--- src/hdl/adcc_pkg.sv ---
// Constants and types shared by the converter control logic
package adcc_pkg;

	// Control register address and value after reset
	localparam logic [7:0] ADCC_CONTROL_ADDR  = 8'hE8;
	localparam logic [7:0] ADCC_CONTROL_RESET = 8'h00;

	// Bit positions inside the control register
	localparam int ADCC_BIT_ENABLE = 7;
	localparam int ADCC_BIT_BURST  = 6;
	localparam int ADCC_BIT_DONE   = 5;
	localparam int ADCC_BIT_BUSY   = 4;
	localparam int ADCC_BIT_WINDOW = 3;
	localparam int ADCC_BIT_LJUST  = 2;
	localparam int ADCC_BIT_SRC_HI = 1;
	localparam int ADCC_BIT_SRC_LO = 0;

	// Result width and result register width
	localparam int ADCC_RES_W = 12;
	localparam int ADCC_REG_W = 8;

	// Start-of-conversion source codes
	typedef enum logic [1:0] {
		ADCC_SRC_SW    = 2'b00,
		ADCC_SRC_TMR1  = 2'b01,
		ADCC_SRC_PIN   = 2'b10,
		ADCC_SRC_TMR2  = 2'b11
	} adcc_src_t;

endpackage

--- src/hdl/adcc_justify.sv ---
// Places a conversion result into the high and low result bytes
`timescale 1ns/10ps
`default_nettype none

module adcc_justify (
	input  wire logic [adcc_pkg::ADCC_RES_W-1:0] data,
	input  wire logic                            left,
	output logic      [adcc_pkg::ADCC_REG_W-1:0] high,
	output logic      [adcc_pkg::ADCC_REG_W-1:0] low
);
	import adcc_pkg::*;

	// Left: top eight bits high, remainder padded low; right: zero padded on top
	always_comb begin
		if (left) begin
			high = data[11:4];
			low  = {data[3:0], 4'h0};
		end else begin
			high = {4'h0, data[11:8]};
			low  = data[7:0];
		end
	end

endmodule // adcc_justify

`default_nettype wire

--- src/hdl/adcc_control.sv ---
// Control register, start triggers and flags of the 12-bit converter
`timescale 1ns/10ps
`default_nettype none

module adcc_control (
	input  wire logic                            core_clk,
	input  wire logic                            rstn,
	input  wire logic [7:0]                      sfr_addr,
	input  wire logic                            sfr_wr,
	input  wire logic                            sfr_rd,
	input  wire logic [7:0]                      sfr_wdata,
	output logic      [7:0]                      sfr_rdata,
	input  wire logic                            timer1_ovf,
	input  wire logic                            timer2_ovf,
	input  wire logic                            ext_start_pin,
	input  wire logic                            sar_done,
	input  wire logic [adcc_pkg::ADCC_RES_W-1:0] sar_data,
	input  wire logic                            window_match,
	output logic                                 conv_enable,
	output logic                                 burst_mode_on,
	output logic                                 conv_start,
	output logic                                 conv_busy,
	output logic                                 conv_done_flag,
	output logic                                 window_match_flag,
	output logic      [adcc_pkg::ADCC_REG_W-1:0] result_high,
	output logic      [adcc_pkg::ADCC_REG_W-1:0] result_low
);
	import adcc_pkg::*;

	logic                  left_justify;
	adcc_src_t             start_source_sel;
	logic                  pin_prev;
	logic                  ctl_wr;
	logic                  ctl_rd;
	logic                  next_enable;
	logic                  sw_start;
	logic                  hw_trigger;
	logic                  start_req;
	logic                  conv_end;
	logic [ADCC_REG_W-1:0] just_high;
	logic [ADCC_REG_W-1:0] just_low;

	// Register decode
	assign ctl_wr = sfr_wr && (sfr_addr == ADCC_CONTROL_ADDR);
	assign ctl_rd = sfr_rd && (sfr_addr == ADCC_CONTROL_ADDR);

	// Enable value that takes effect at the coming edge
	assign next_enable = ctl_wr ? sfr_wdata[ADCC_BIT_ENABLE] : conv_enable;

	// Software start uses the source held before this write
	assign sw_start = ctl_wr && sfr_wdata[ADCC_BIT_BUSY]
		&& (start_source_sel == ADCC_SRC_SW);

	// Hardware trigger selected by the source field
	always_comb begin
		hw_trigger = 1'b0;
		unique case (start_source_sel)
			ADCC_SRC_SW:   hw_trigger = 1'b0;
			ADCC_SRC_TMR1: hw_trigger = timer1_ovf;
			ADCC_SRC_PIN:  hw_trigger = ext_start_pin && !pin_prev;
			ADCC_SRC_TMR2: hw_trigger = timer2_ovf;
		endcase
	end

	// A trigger during a running conversion is dropped, not queued
	assign start_req = conv_enable && next_enable && !conv_busy
		&& (sw_start || hw_trigger);
	assign conv_end = conv_busy && sar_done && next_enable;

	// Edge detector history for the external start pin
	always_ff @(posedge core_clk or negedge rstn) begin
		if (!rstn) begin
			pin_prev <= 1'b0;
		end else begin
			pin_prev <= ext_start_pin;
		end
	end

	// Plain configuration bits of the control register
	always_ff @(posedge core_clk or negedge rstn) begin
		if (!rstn) begin
			conv_enable      <= ADCC_CONTROL_RESET[ADCC_BIT_ENABLE];
			burst_mode_on    <= ADCC_CONTROL_RESET[ADCC_BIT_BURST];
			left_justify     <= ADCC_CONTROL_RESET[ADCC_BIT_LJUST];
			start_source_sel <= adcc_src_t'(
				ADCC_CONTROL_RESET[ADCC_BIT_SRC_HI:ADCC_BIT_SRC_LO]);
		end else if (ctl_wr) begin
			conv_enable      <= sfr_wdata[ADCC_BIT_ENABLE];
			burst_mode_on    <= sfr_wdata[ADCC_BIT_BURST];
			left_justify     <= sfr_wdata[ADCC_BIT_LJUST];
			start_source_sel <= adcc_src_t'(
				sfr_wdata[ADCC_BIT_SRC_HI:ADCC_BIT_SRC_LO]);
		end
	end

	// Busy and start pulse; disabling aborts a conversion without a done flag
	always_ff @(posedge core_clk or negedge rstn) begin
		if (!rstn) begin
			conv_busy  <= ADCC_CONTROL_RESET[ADCC_BIT_BUSY];
			conv_start <= 1'b0;
		end else begin
			conv_start <= start_req;
			if (!next_enable) begin
				conv_busy <= 1'b0;
			end else if (start_req) begin
				conv_busy <= 1'b1;
			end else if (sar_done) begin
				conv_busy <= 1'b0;
			end
		end
	end

	// Done flag: hardware set wins over a software clear in the same cycle
	always_ff @(posedge core_clk or negedge rstn) begin
		if (!rstn) begin
			conv_done_flag <= ADCC_CONTROL_RESET[ADCC_BIT_DONE];
		end else if (conv_end) begin
			conv_done_flag <= 1'b1;
		end else if (ctl_wr) begin
			conv_done_flag <= sfr_wdata[ADCC_BIT_DONE];
		end
	end

	// Window flag: only software clears it, a match in that cycle still sets
	always_ff @(posedge core_clk or negedge rstn) begin
		if (!rstn) begin
			window_match_flag <= ADCC_CONTROL_RESET[ADCC_BIT_WINDOW];
		end else if (window_match) begin
			window_match_flag <= 1'b1;
		end else if (ctl_wr) begin
			window_match_flag <= sfr_wdata[ADCC_BIT_WINDOW];
		end
	end

	// Result placement per justify bit
	adcc_justify u_justify (
		.data (sar_data),
		.left (left_justify),
		.high (just_high),
		.low  (just_low)
	);

	// Result bytes load only at a conversion end, so reads stay stable
	always_ff @(posedge core_clk or negedge rstn) begin
		if (!rstn) begin
			result_high <= '0;
			result_low  <= '0;
		end else if (conv_end) begin
			result_high <= just_high;
			result_low  <= just_low;
		end
	end

	// Read data, one cycle after the strobe; other addresses read zero
	always_ff @(posedge core_clk or negedge rstn) begin
		if (!rstn) begin
			sfr_rdata <= 8'h00;
		end else if (ctl_rd) begin
			sfr_rdata <= {conv_enable, burst_mode_on, conv_done_flag,
				conv_busy, window_match_flag, left_justify,
				start_source_sel};
		end else begin
			sfr_rdata <= 8'h00;
		end
	end
endmodule // adcc_control

`default_nettype wire

--- config.mk ---
export PLATFORM = sky130hd
export DESIGN_NAME = adcc_control
export DESIGN_NICKNAME = d
export VERILOG_FILES = /design/src/hdl/adcc_pkg.sv /design/src/hdl/adcc_justify.sv /design/src/hdl/adcc_control.sv
export SDC_FILE = /design/constraint.sdc
export NUM_CORES = 1
export LEC_CHECK = 0
export BUFFER_PORTS_ARGS = -buffer_cell sky130_fd_sc_hd__buf_4
export CORE_AREA = 2 2 75 77
export CTS_CLUSTER_DIAMETER = 80
export CTS_CLUSTER_SIZE = 20
export DETAILED_ROUTE_END_ITERATION = 12
export DIE_AREA = 0 0 77 79
export PLACE_DENSITY_LB_ADDON = 0.15
export SLEW_MARGIN = 10
export SYNTH_ARGS = -nofsm -noshare
export SYNTH_HDL_FRONTEND = slang
export SYNTH_SLANG_ARGS = --single-unit
export TNS_END_PERCENT = 20
--- constraint.sdc ---
create_clock -name core_clk -period 2.1 [get_ports core_clk]
set_clock_uncertainty 0.15 [all_clocks]
set_input_delay 0.105 -clock core_clk [delete_from_list [all_inputs] [get_ports core_clk]]
set_output_delay 0.105 -clock core_clk [all_outputs]
set_load 0.01 [all_outputs]
==> flow_metrics.env, run 1 <==
export IMPL_cts_setup_buffers=0
export IMPL_drtIter0Drc=48
export IMPL_hold_depth=3
export IMPL_htreeDepth=2
export IMPL_drt_first_pass_iters=4
export IMPL_cp_required_ns=2.12
export IMPL_area_delta_synth_final_pct=57.4
export IMPL_via_count=1221
export IMPL_die_x_um=77
export IMPL_yosys_register_bits=34
export IMPL_crit_type="in2reg"
export IMPL_clkTransAtPathRegs_ns=0.08
export IMPL_arrival_ns=1.87
export IMPL_core_area_um2=5340
export IMPL_synth_area_per_cell_um2=12.9
export IMPL_syn_num_nets=155
export IMPL_row_count=27
export IMPL_slew_headroom_pct=63.5
export IMPL_drive_gt1_share_pct=50.2
export IMPL_fillCellCount=519
export IMPL_cp_top_family="simple AND/OR/NAND/NOR gates"
export IMPL_p_leak_nw=1.22
export IMPL_dieArea_um2=6080
export IMPL_cp_buffers_inverters=2
export IMPL_fin_cells=279
export IMPL_num_antenna_cells=0
export IMPL_post_drt_wl_per_cell_um=13.7
export IMPL_min_to="result_high[2]"
export IMPL_multi_input_area_um2=654
export IMPL_min_period_ns=1.85
export IMPL_drv_cap=0
export IMPL_min_delay_start="sar_data[6]"
export IMPL_mostFrequentLayoutCells="69 x buf_4, 34 x dfrtp_1, 15 x nand2_1, 15 x dlygate4sd3_1, 11 x mux2_2"
export IMPL_r2r_cells=4
export IMPL_cts_resized=0
export IMPL_status="finished, final reports clean"
export IMPL_worstPathCellList="dlygate4sd3_1 -> buf_4 -> and3_1 -> nand4_1 -> nand2_2 -> mux2_2"
export IMPL_cts_root_buf="clkbuf_8"
export IMPL_worstPathMaxFanout=12
export IMPL_die_y_um=79
export IMPL_hold_viol=0
export IMPL_setup_tns_ns=0
export IMPL_cts_hold_buf=15
export IMPL_antenna_found_initial=0
export IMPL_cp_slowest_cell="dlygate4sd3_1"
export IMPL_grt_pass1_wl_um=6300
export IMPL_drc_errors=0
export IMPL_critPathLaunchType="primary input"
export IMPL_postRouteAntennaNets=0
export IMPL_grt_pass1_vias=1333
export IMPL_setup_viol=0
export IMPL_drv_slew=0
export IMPL_gp_congestion=0.744
export IMPL_wirelength_um=3830
export IMPL_syn_instance_count=118
export IMPL_synthesis_area_um2=1530
export IMPL_cts_tree="yes"
export IMPL_layout_commonest_cell="buf_4"
export IMPL_r2r_start="conv_busy"
export IMPL_regToRegSetupSlack_ns=0.29
export IMPL_grt_max_degree=35
export IMPL_grtUsageTotal_pct=13.3
export IMPL_io_buffers=66
export IMPL_total_power_mw=1.53
export IMPL_rsz0062_at_grt="false"
export IMPL_hold_path_class="in2reg"
export IMPL_ys_warn_count=0
export IMPL_initial_core_util_pct=28.6
export IMPL_clock_sinks=34
export IMPL_dpl_cell_area_um2=2120
export IMPL_nNetsFinal=243
export IMPL_cellPowerDensity_nw_per_um2=637
export IMPL_fmax_mhz=540
export IMPL_post_dp_hpwl_um=2890
export IMPL_reg2reg_to="result_low[1]"
export IMPL_seq_area_frac_synth_pct=55.7
export IMPL_viasPerCell=4.38
export IMPL_grt_ovfl_total=0
export IMPL_numCtsBuffers=5
export IMPL_final_util_pct=45.1
export IMPL_ff_latch_area_um2=851
export IMPL_clkLatencyLatePin_ns=0.28
export IMPL_ios=67
export IMPL_tightest_slew_ns=0.543
export IMPL_end_kind="flop"
export IMPL_max_stage_delay_ns=0.53
export IMPL_synth_cell_types=31
export IMPL_fin_crit_sh_pct=88.2
export IMPL_final_area_um2=2400
export IMPL_ir_worst_vdd_v=0.000390
export IMPL_cts_buffer_depth=2
export IMPL_post_place_cells=256
-- where the power goes --
part / internal [mW] / switching (mW) / total (mW)
clock: 0.476 / 0.245 / 0.721
sequential: 0.662 / 0.0108 / 0.673
combinational: 0.0884 / 0.0507 / 0.139
total: 1.23 / 0.307 / 1.53
-- area by class of cell --
type | count | area share (%)
flip-flops and latches | 34 | 35.4
clock inverters | 3 | 2.86
inverters | 1 | 0.156
multi-input cells | 80 | 27.2
well taps | 72 | 3.75
repair buffers | 84 | 27.8
clock buffers | 5 | 2.86
-- synth_stat cells --
master	number	area, µm²
nor2_1	2	7.51
nand3b_1	1	7.51
and3_1	3	18.8
nand4b_1	1	8.76
mux2_2	11	124
dfrtp_1	34	851
buf_6	1	11.3
nor3_1	2	10.0
a21oi_1	2	10.0
and2_2	1	7.51
clkbuf_1	2	7.51
nand3_1	1	5.00
or4b_4	1	13.8
o31ai_4	1	21.3
nor3_4	1	16.3
o2bb2ai_1	1	8.76
nand2_2	1	6.26
mux2_4	10	150
nand4_1	1	6.26
o21ai_0	1	5.00
nor4b_1	1	8.76
inv_1	1	3.75
nand2_1	15	56.3
and2_1	8	50.1
a31oi_1	1	6.26
a22o_1	4	35.0
nor3b_1	1	7.51
nor2b_1	6	37.5
or3b_2	1	8.76
a21boi_0	1	7.51
and4b_1	1	10.0
-- worst reg2reg max path: cells and delay by family, from the launching register on --
| family | cells | cell delay [ns] |
|---|---|---|
| and+or+nand+nor | 3 | 0.75 |
| DFF | 1 | 0.41 |
| muxes | 1 | 0.39 |
-- through the flow --
step	hold slack, ns	setup slack [ns]
after floorplan	-0.341	0.406
after global placement	-0.0703	0.149
after detailed placement	-0.0636	0.113
after CTS	0.0267	0.241
after global routing	0.0332	0.142
final	0.0316	0.247
-- metal layers --
layer / vias to the layer above / routed length (µm) / GRT usage [%]
met1: 583 / 1630 / 16.0
met4: 0 / 69 / 4.64
met5: - / 0 / 0
li1: 589 / - / -
met3: 8 / 224 / 4.32
met2: 41 / 1900 / 22.5
-- state kept, by name, indices dropped and copies added, names as in the netlist --
signal and cells:
result_low 8, start_source_sel 2, conv_start 1, pin_prev 1, burst_mode_on 1, result_high 8
conv_busy 1, conv_done_flag 1, left_justify 1, window_match_flag 1, sfr_rdata 8, conv_enable 1
-- kinds of logic (layout without fill, tap and decap cells) --
| logic type | count (synthesis) | after routing | synth area share [%] |
|---|---|---|---|
| simple gates | 48 | 48 | 18.8 |
| buf+inv | 4 | 93 | 1.47 |
| flops | 34 | 34 | 55.7 |
| mux | 21 | 21 | 17.9 |
| compound gates | 11 | 11 | 6.14 |
-- worst max-delay path by stage --
stage | start | end | slack (ns) | cells past startpoint
after global routing | sar_done | result_low[1] | 0.14 | 6
after global placement | sfr_addr[1] | result_low[6] | 0.15 | 5
final | sfr_wdata[7] | result_low[1] | 0.25 | 6
after floorplan | sfr_addr[1] | result_high[0] | 0.41 | 5
after CTS | sar_done | result_low[1] | 0.24 | 6
after detailed placement | sfr_addr[1] | result_low[3] | 0.11 | 5
Power figures use the tool's default switching activity.
==> run 2: changes to the inputs <==
Settings changed: ABC_CLOCK_PERIOD_IN_PS set to 1630.
Clock period 2.1 ns to 1.63 ns, I/O delays scaled along.
==> run 2 against run 1 <==
Effect of this change: clock power decreased by 12%; hold slack got worse by 0.014 ns; register-to-register slack got worse by 0.22 ns; sequential share of layout area decreased by 0.84 points; die area unchanged; global-route usage increased by 0.42 points; clock-buffer cell count increased by 2; largest power group is now registers.
==> flow_metrics.env, run 2 (synthesized netlist as in run 1, its figures left out) <==
export IMPL_status="finished, final reports clean"
export IMPL_worstPathMaxFanout=12
export IMPL_core_area_um2=5340
export IMPL_via_count=1264
export IMPL_mostFrequentLayoutCells="78 x buf_4, 34 x dfrtp_1, 15 x nand2_1, 15 x dlygate4sd3_1, 12 x mux2_4"
export IMPL_numCtsBuffers=5
export IMPL_cts_root_buf="clkbuf_8"
export IMPL_use_met2_pct=22.0
export IMPL_postRouteAntennaNets=0
export IMPL_post_dp_hpwl_um=2830
export IMPL_post_drt_wl_per_cell_um=13.1
export IMPL_ff_latch_area_um2=851
export IMPL_drv_cap=0
export IMPL_die_x_um=77
export IMPL_grtUsageTotal_pct=13.7
export IMPL_dpl_cell_area_um2=2200
export IMPL_hold_slack_ns=0.0173
export IMPL_clkLatencyLatePin_ns=0.28
export IMPL_p_leak_nw=1.26
export IMPL_row_count=27
export IMPL_grt_pass1_wl_um=6580
export IMPL_crit_type="reg2reg"
export IMPL_drc_errors=0
export IMPL_io_buffers=66
export IMPL_rsz0062_at_grt="true"
export IMPL_cts_buffer_depth=2
export IMPL_cts_tree="yes"
export IMPL_use_met3_pct=5.00
export IMPL_dieArea_um2=6080
export IMPL_min_period_ns=1.56
export IMPL_initial_core_util_pct=28.6
export IMPL_setup_viol=0
export IMPL_final_area_um2=2460
export IMPL_grt_use_met1_pct=17.1
export IMPL_antenna_found_initial=0
export IMPL_grt_ovfl_total=0
export IMPL_fmax_mhz=641
export IMPL_tightest_slew_ns=0.450
export IMPL_drtIter0Drc=27
export IMPL_grt_max_degree=35
export IMPL_layout_commonest_cell="buf_4"
export IMPL_nNetsFinal=253
export IMPL_clkTransAtPathRegs_ns=0.07
export IMPL_wirelength_um=3790
export IMPL_viasPerCell=4.37
export IMPL_hold_viol=0
export IMPL_cellPowerDensity_nw_per_um2=684
export IMPL_hold_path_class="in2reg"
export IMPL_area_delta_synth_final_pct=61.3
export IMPL_end_kind="flop"
export IMPL_fillCellCount=530
export IMPL_busiest_layer="met2"
export IMPL_ios=67
export IMPL_htreeDepth=2
export IMPL_clock_sinks=34
export IMPL_drive_gt1_share_pct=53.0
export IMPL_gp_congestion=0.750
export IMPL_ir_worst_vdd_v=0.000339
export IMPL_drt_first_pass_iters=3
export IMPL_largestRegisters="result_high: 8 flops, result_low: 8 flops, sfr_rdata: 8 flops"
export IMPL_critPathLaunchType="flop"
export IMPL_fin_crit_sh_pct=95.6
export IMPL_num_antenna_cells=0
export IMPL_multi_input_area_um2=672
export IMPL_slew_headroom_pct=70.0
export IMPL_arrival_ns=1.57
export IMPL_cp_required_ns=1.64
export IMPL_drv_slew=0
export IMPL_die_y_um=79
export IMPL_grt_pass1_vias=1401
-- run 2: cell count changes in the layout (fill, tap and decap cells not counted), sizes merged --
cell,previous run,this run
bufinv,2,0
buf,69,79
clkbuf,5,7
-- run 2: through the flow --
stage               power [mW]  cells  util [%]  TNS [ns]  setup slack, ns
floorplan                0.929    118         -    -0.414          -0.0405
detailed placement        1.04    265      41.2     -3.01           -0.213
global placement          1.04    265      41.2     -2.71           -0.176
finish                    1.69    289      46.2         0           0.0710
CTS                       1.71    288      45.7         0           0.0312
global route              1.77    289      46.2    -0.149          -0.0199
-- run 2: final cells by class --
cell class | count | share of cell area (%)
multi-input cells | 80 | 27.3
clock buffers | 7 | 3.50
clock inverters | 1 | 0.203
well taps | 72 | 3.66
flip-flops and latches | 34 | 34.5
repair buffers | 94 | 30.7
inverters | 1 | 0.152
-- run 2: worst max-delay path: stages, from the launching register on --
cell     delay, ns
dfrtp_1       0.37
and3_4        0.19
nand4_1       0.13
nand2_2       0.13
buf_12        0.16
mux2_4        0.31
-- run 2: final timing paths --
path                                startpoint        endpoint  slack, ns  depth (start not counted)
worst min-delay path               sar_data[2]   result_low[6]       0.02                          3
min in group asynchronous                 rstn    sfr_rdata[3]       0.15                          2
worst max-delay path                 conv_busy   result_low[0]       0.07                          5
max in group asynchronous                 rstn        pin_prev       0.86                          2
worst max register to register       conv_busy   result_low[0]       0.07                          5
worst min register to register  result_high[7]  result_high[7]       0.36                          1
-- run 2: what timing repair did --
item | in CTS | in global routing
hold buffers | 15 | 0
buffers inserted | 0 | 1
cloned | 0 | 0
resized for setup | 1 | 5
endpoints found under the setup margin | 4 | 16
pin swaps | 0 | 2
hold endpoints to repair | 48 | 0
-- run 2: where the power goes --
part | internal, mW | switching [mW]
Sequential | 0.854 | 0.00758
Combinational | 0.121 | 0.0736
Clock | 0.340 | 0.290
-- run 2: layer usage --
layer	up-vias	wire (µm)
li1	610	-
met2	38	1860
met1	609	1640
met5	-	0
met3	7	240
met4	0	50
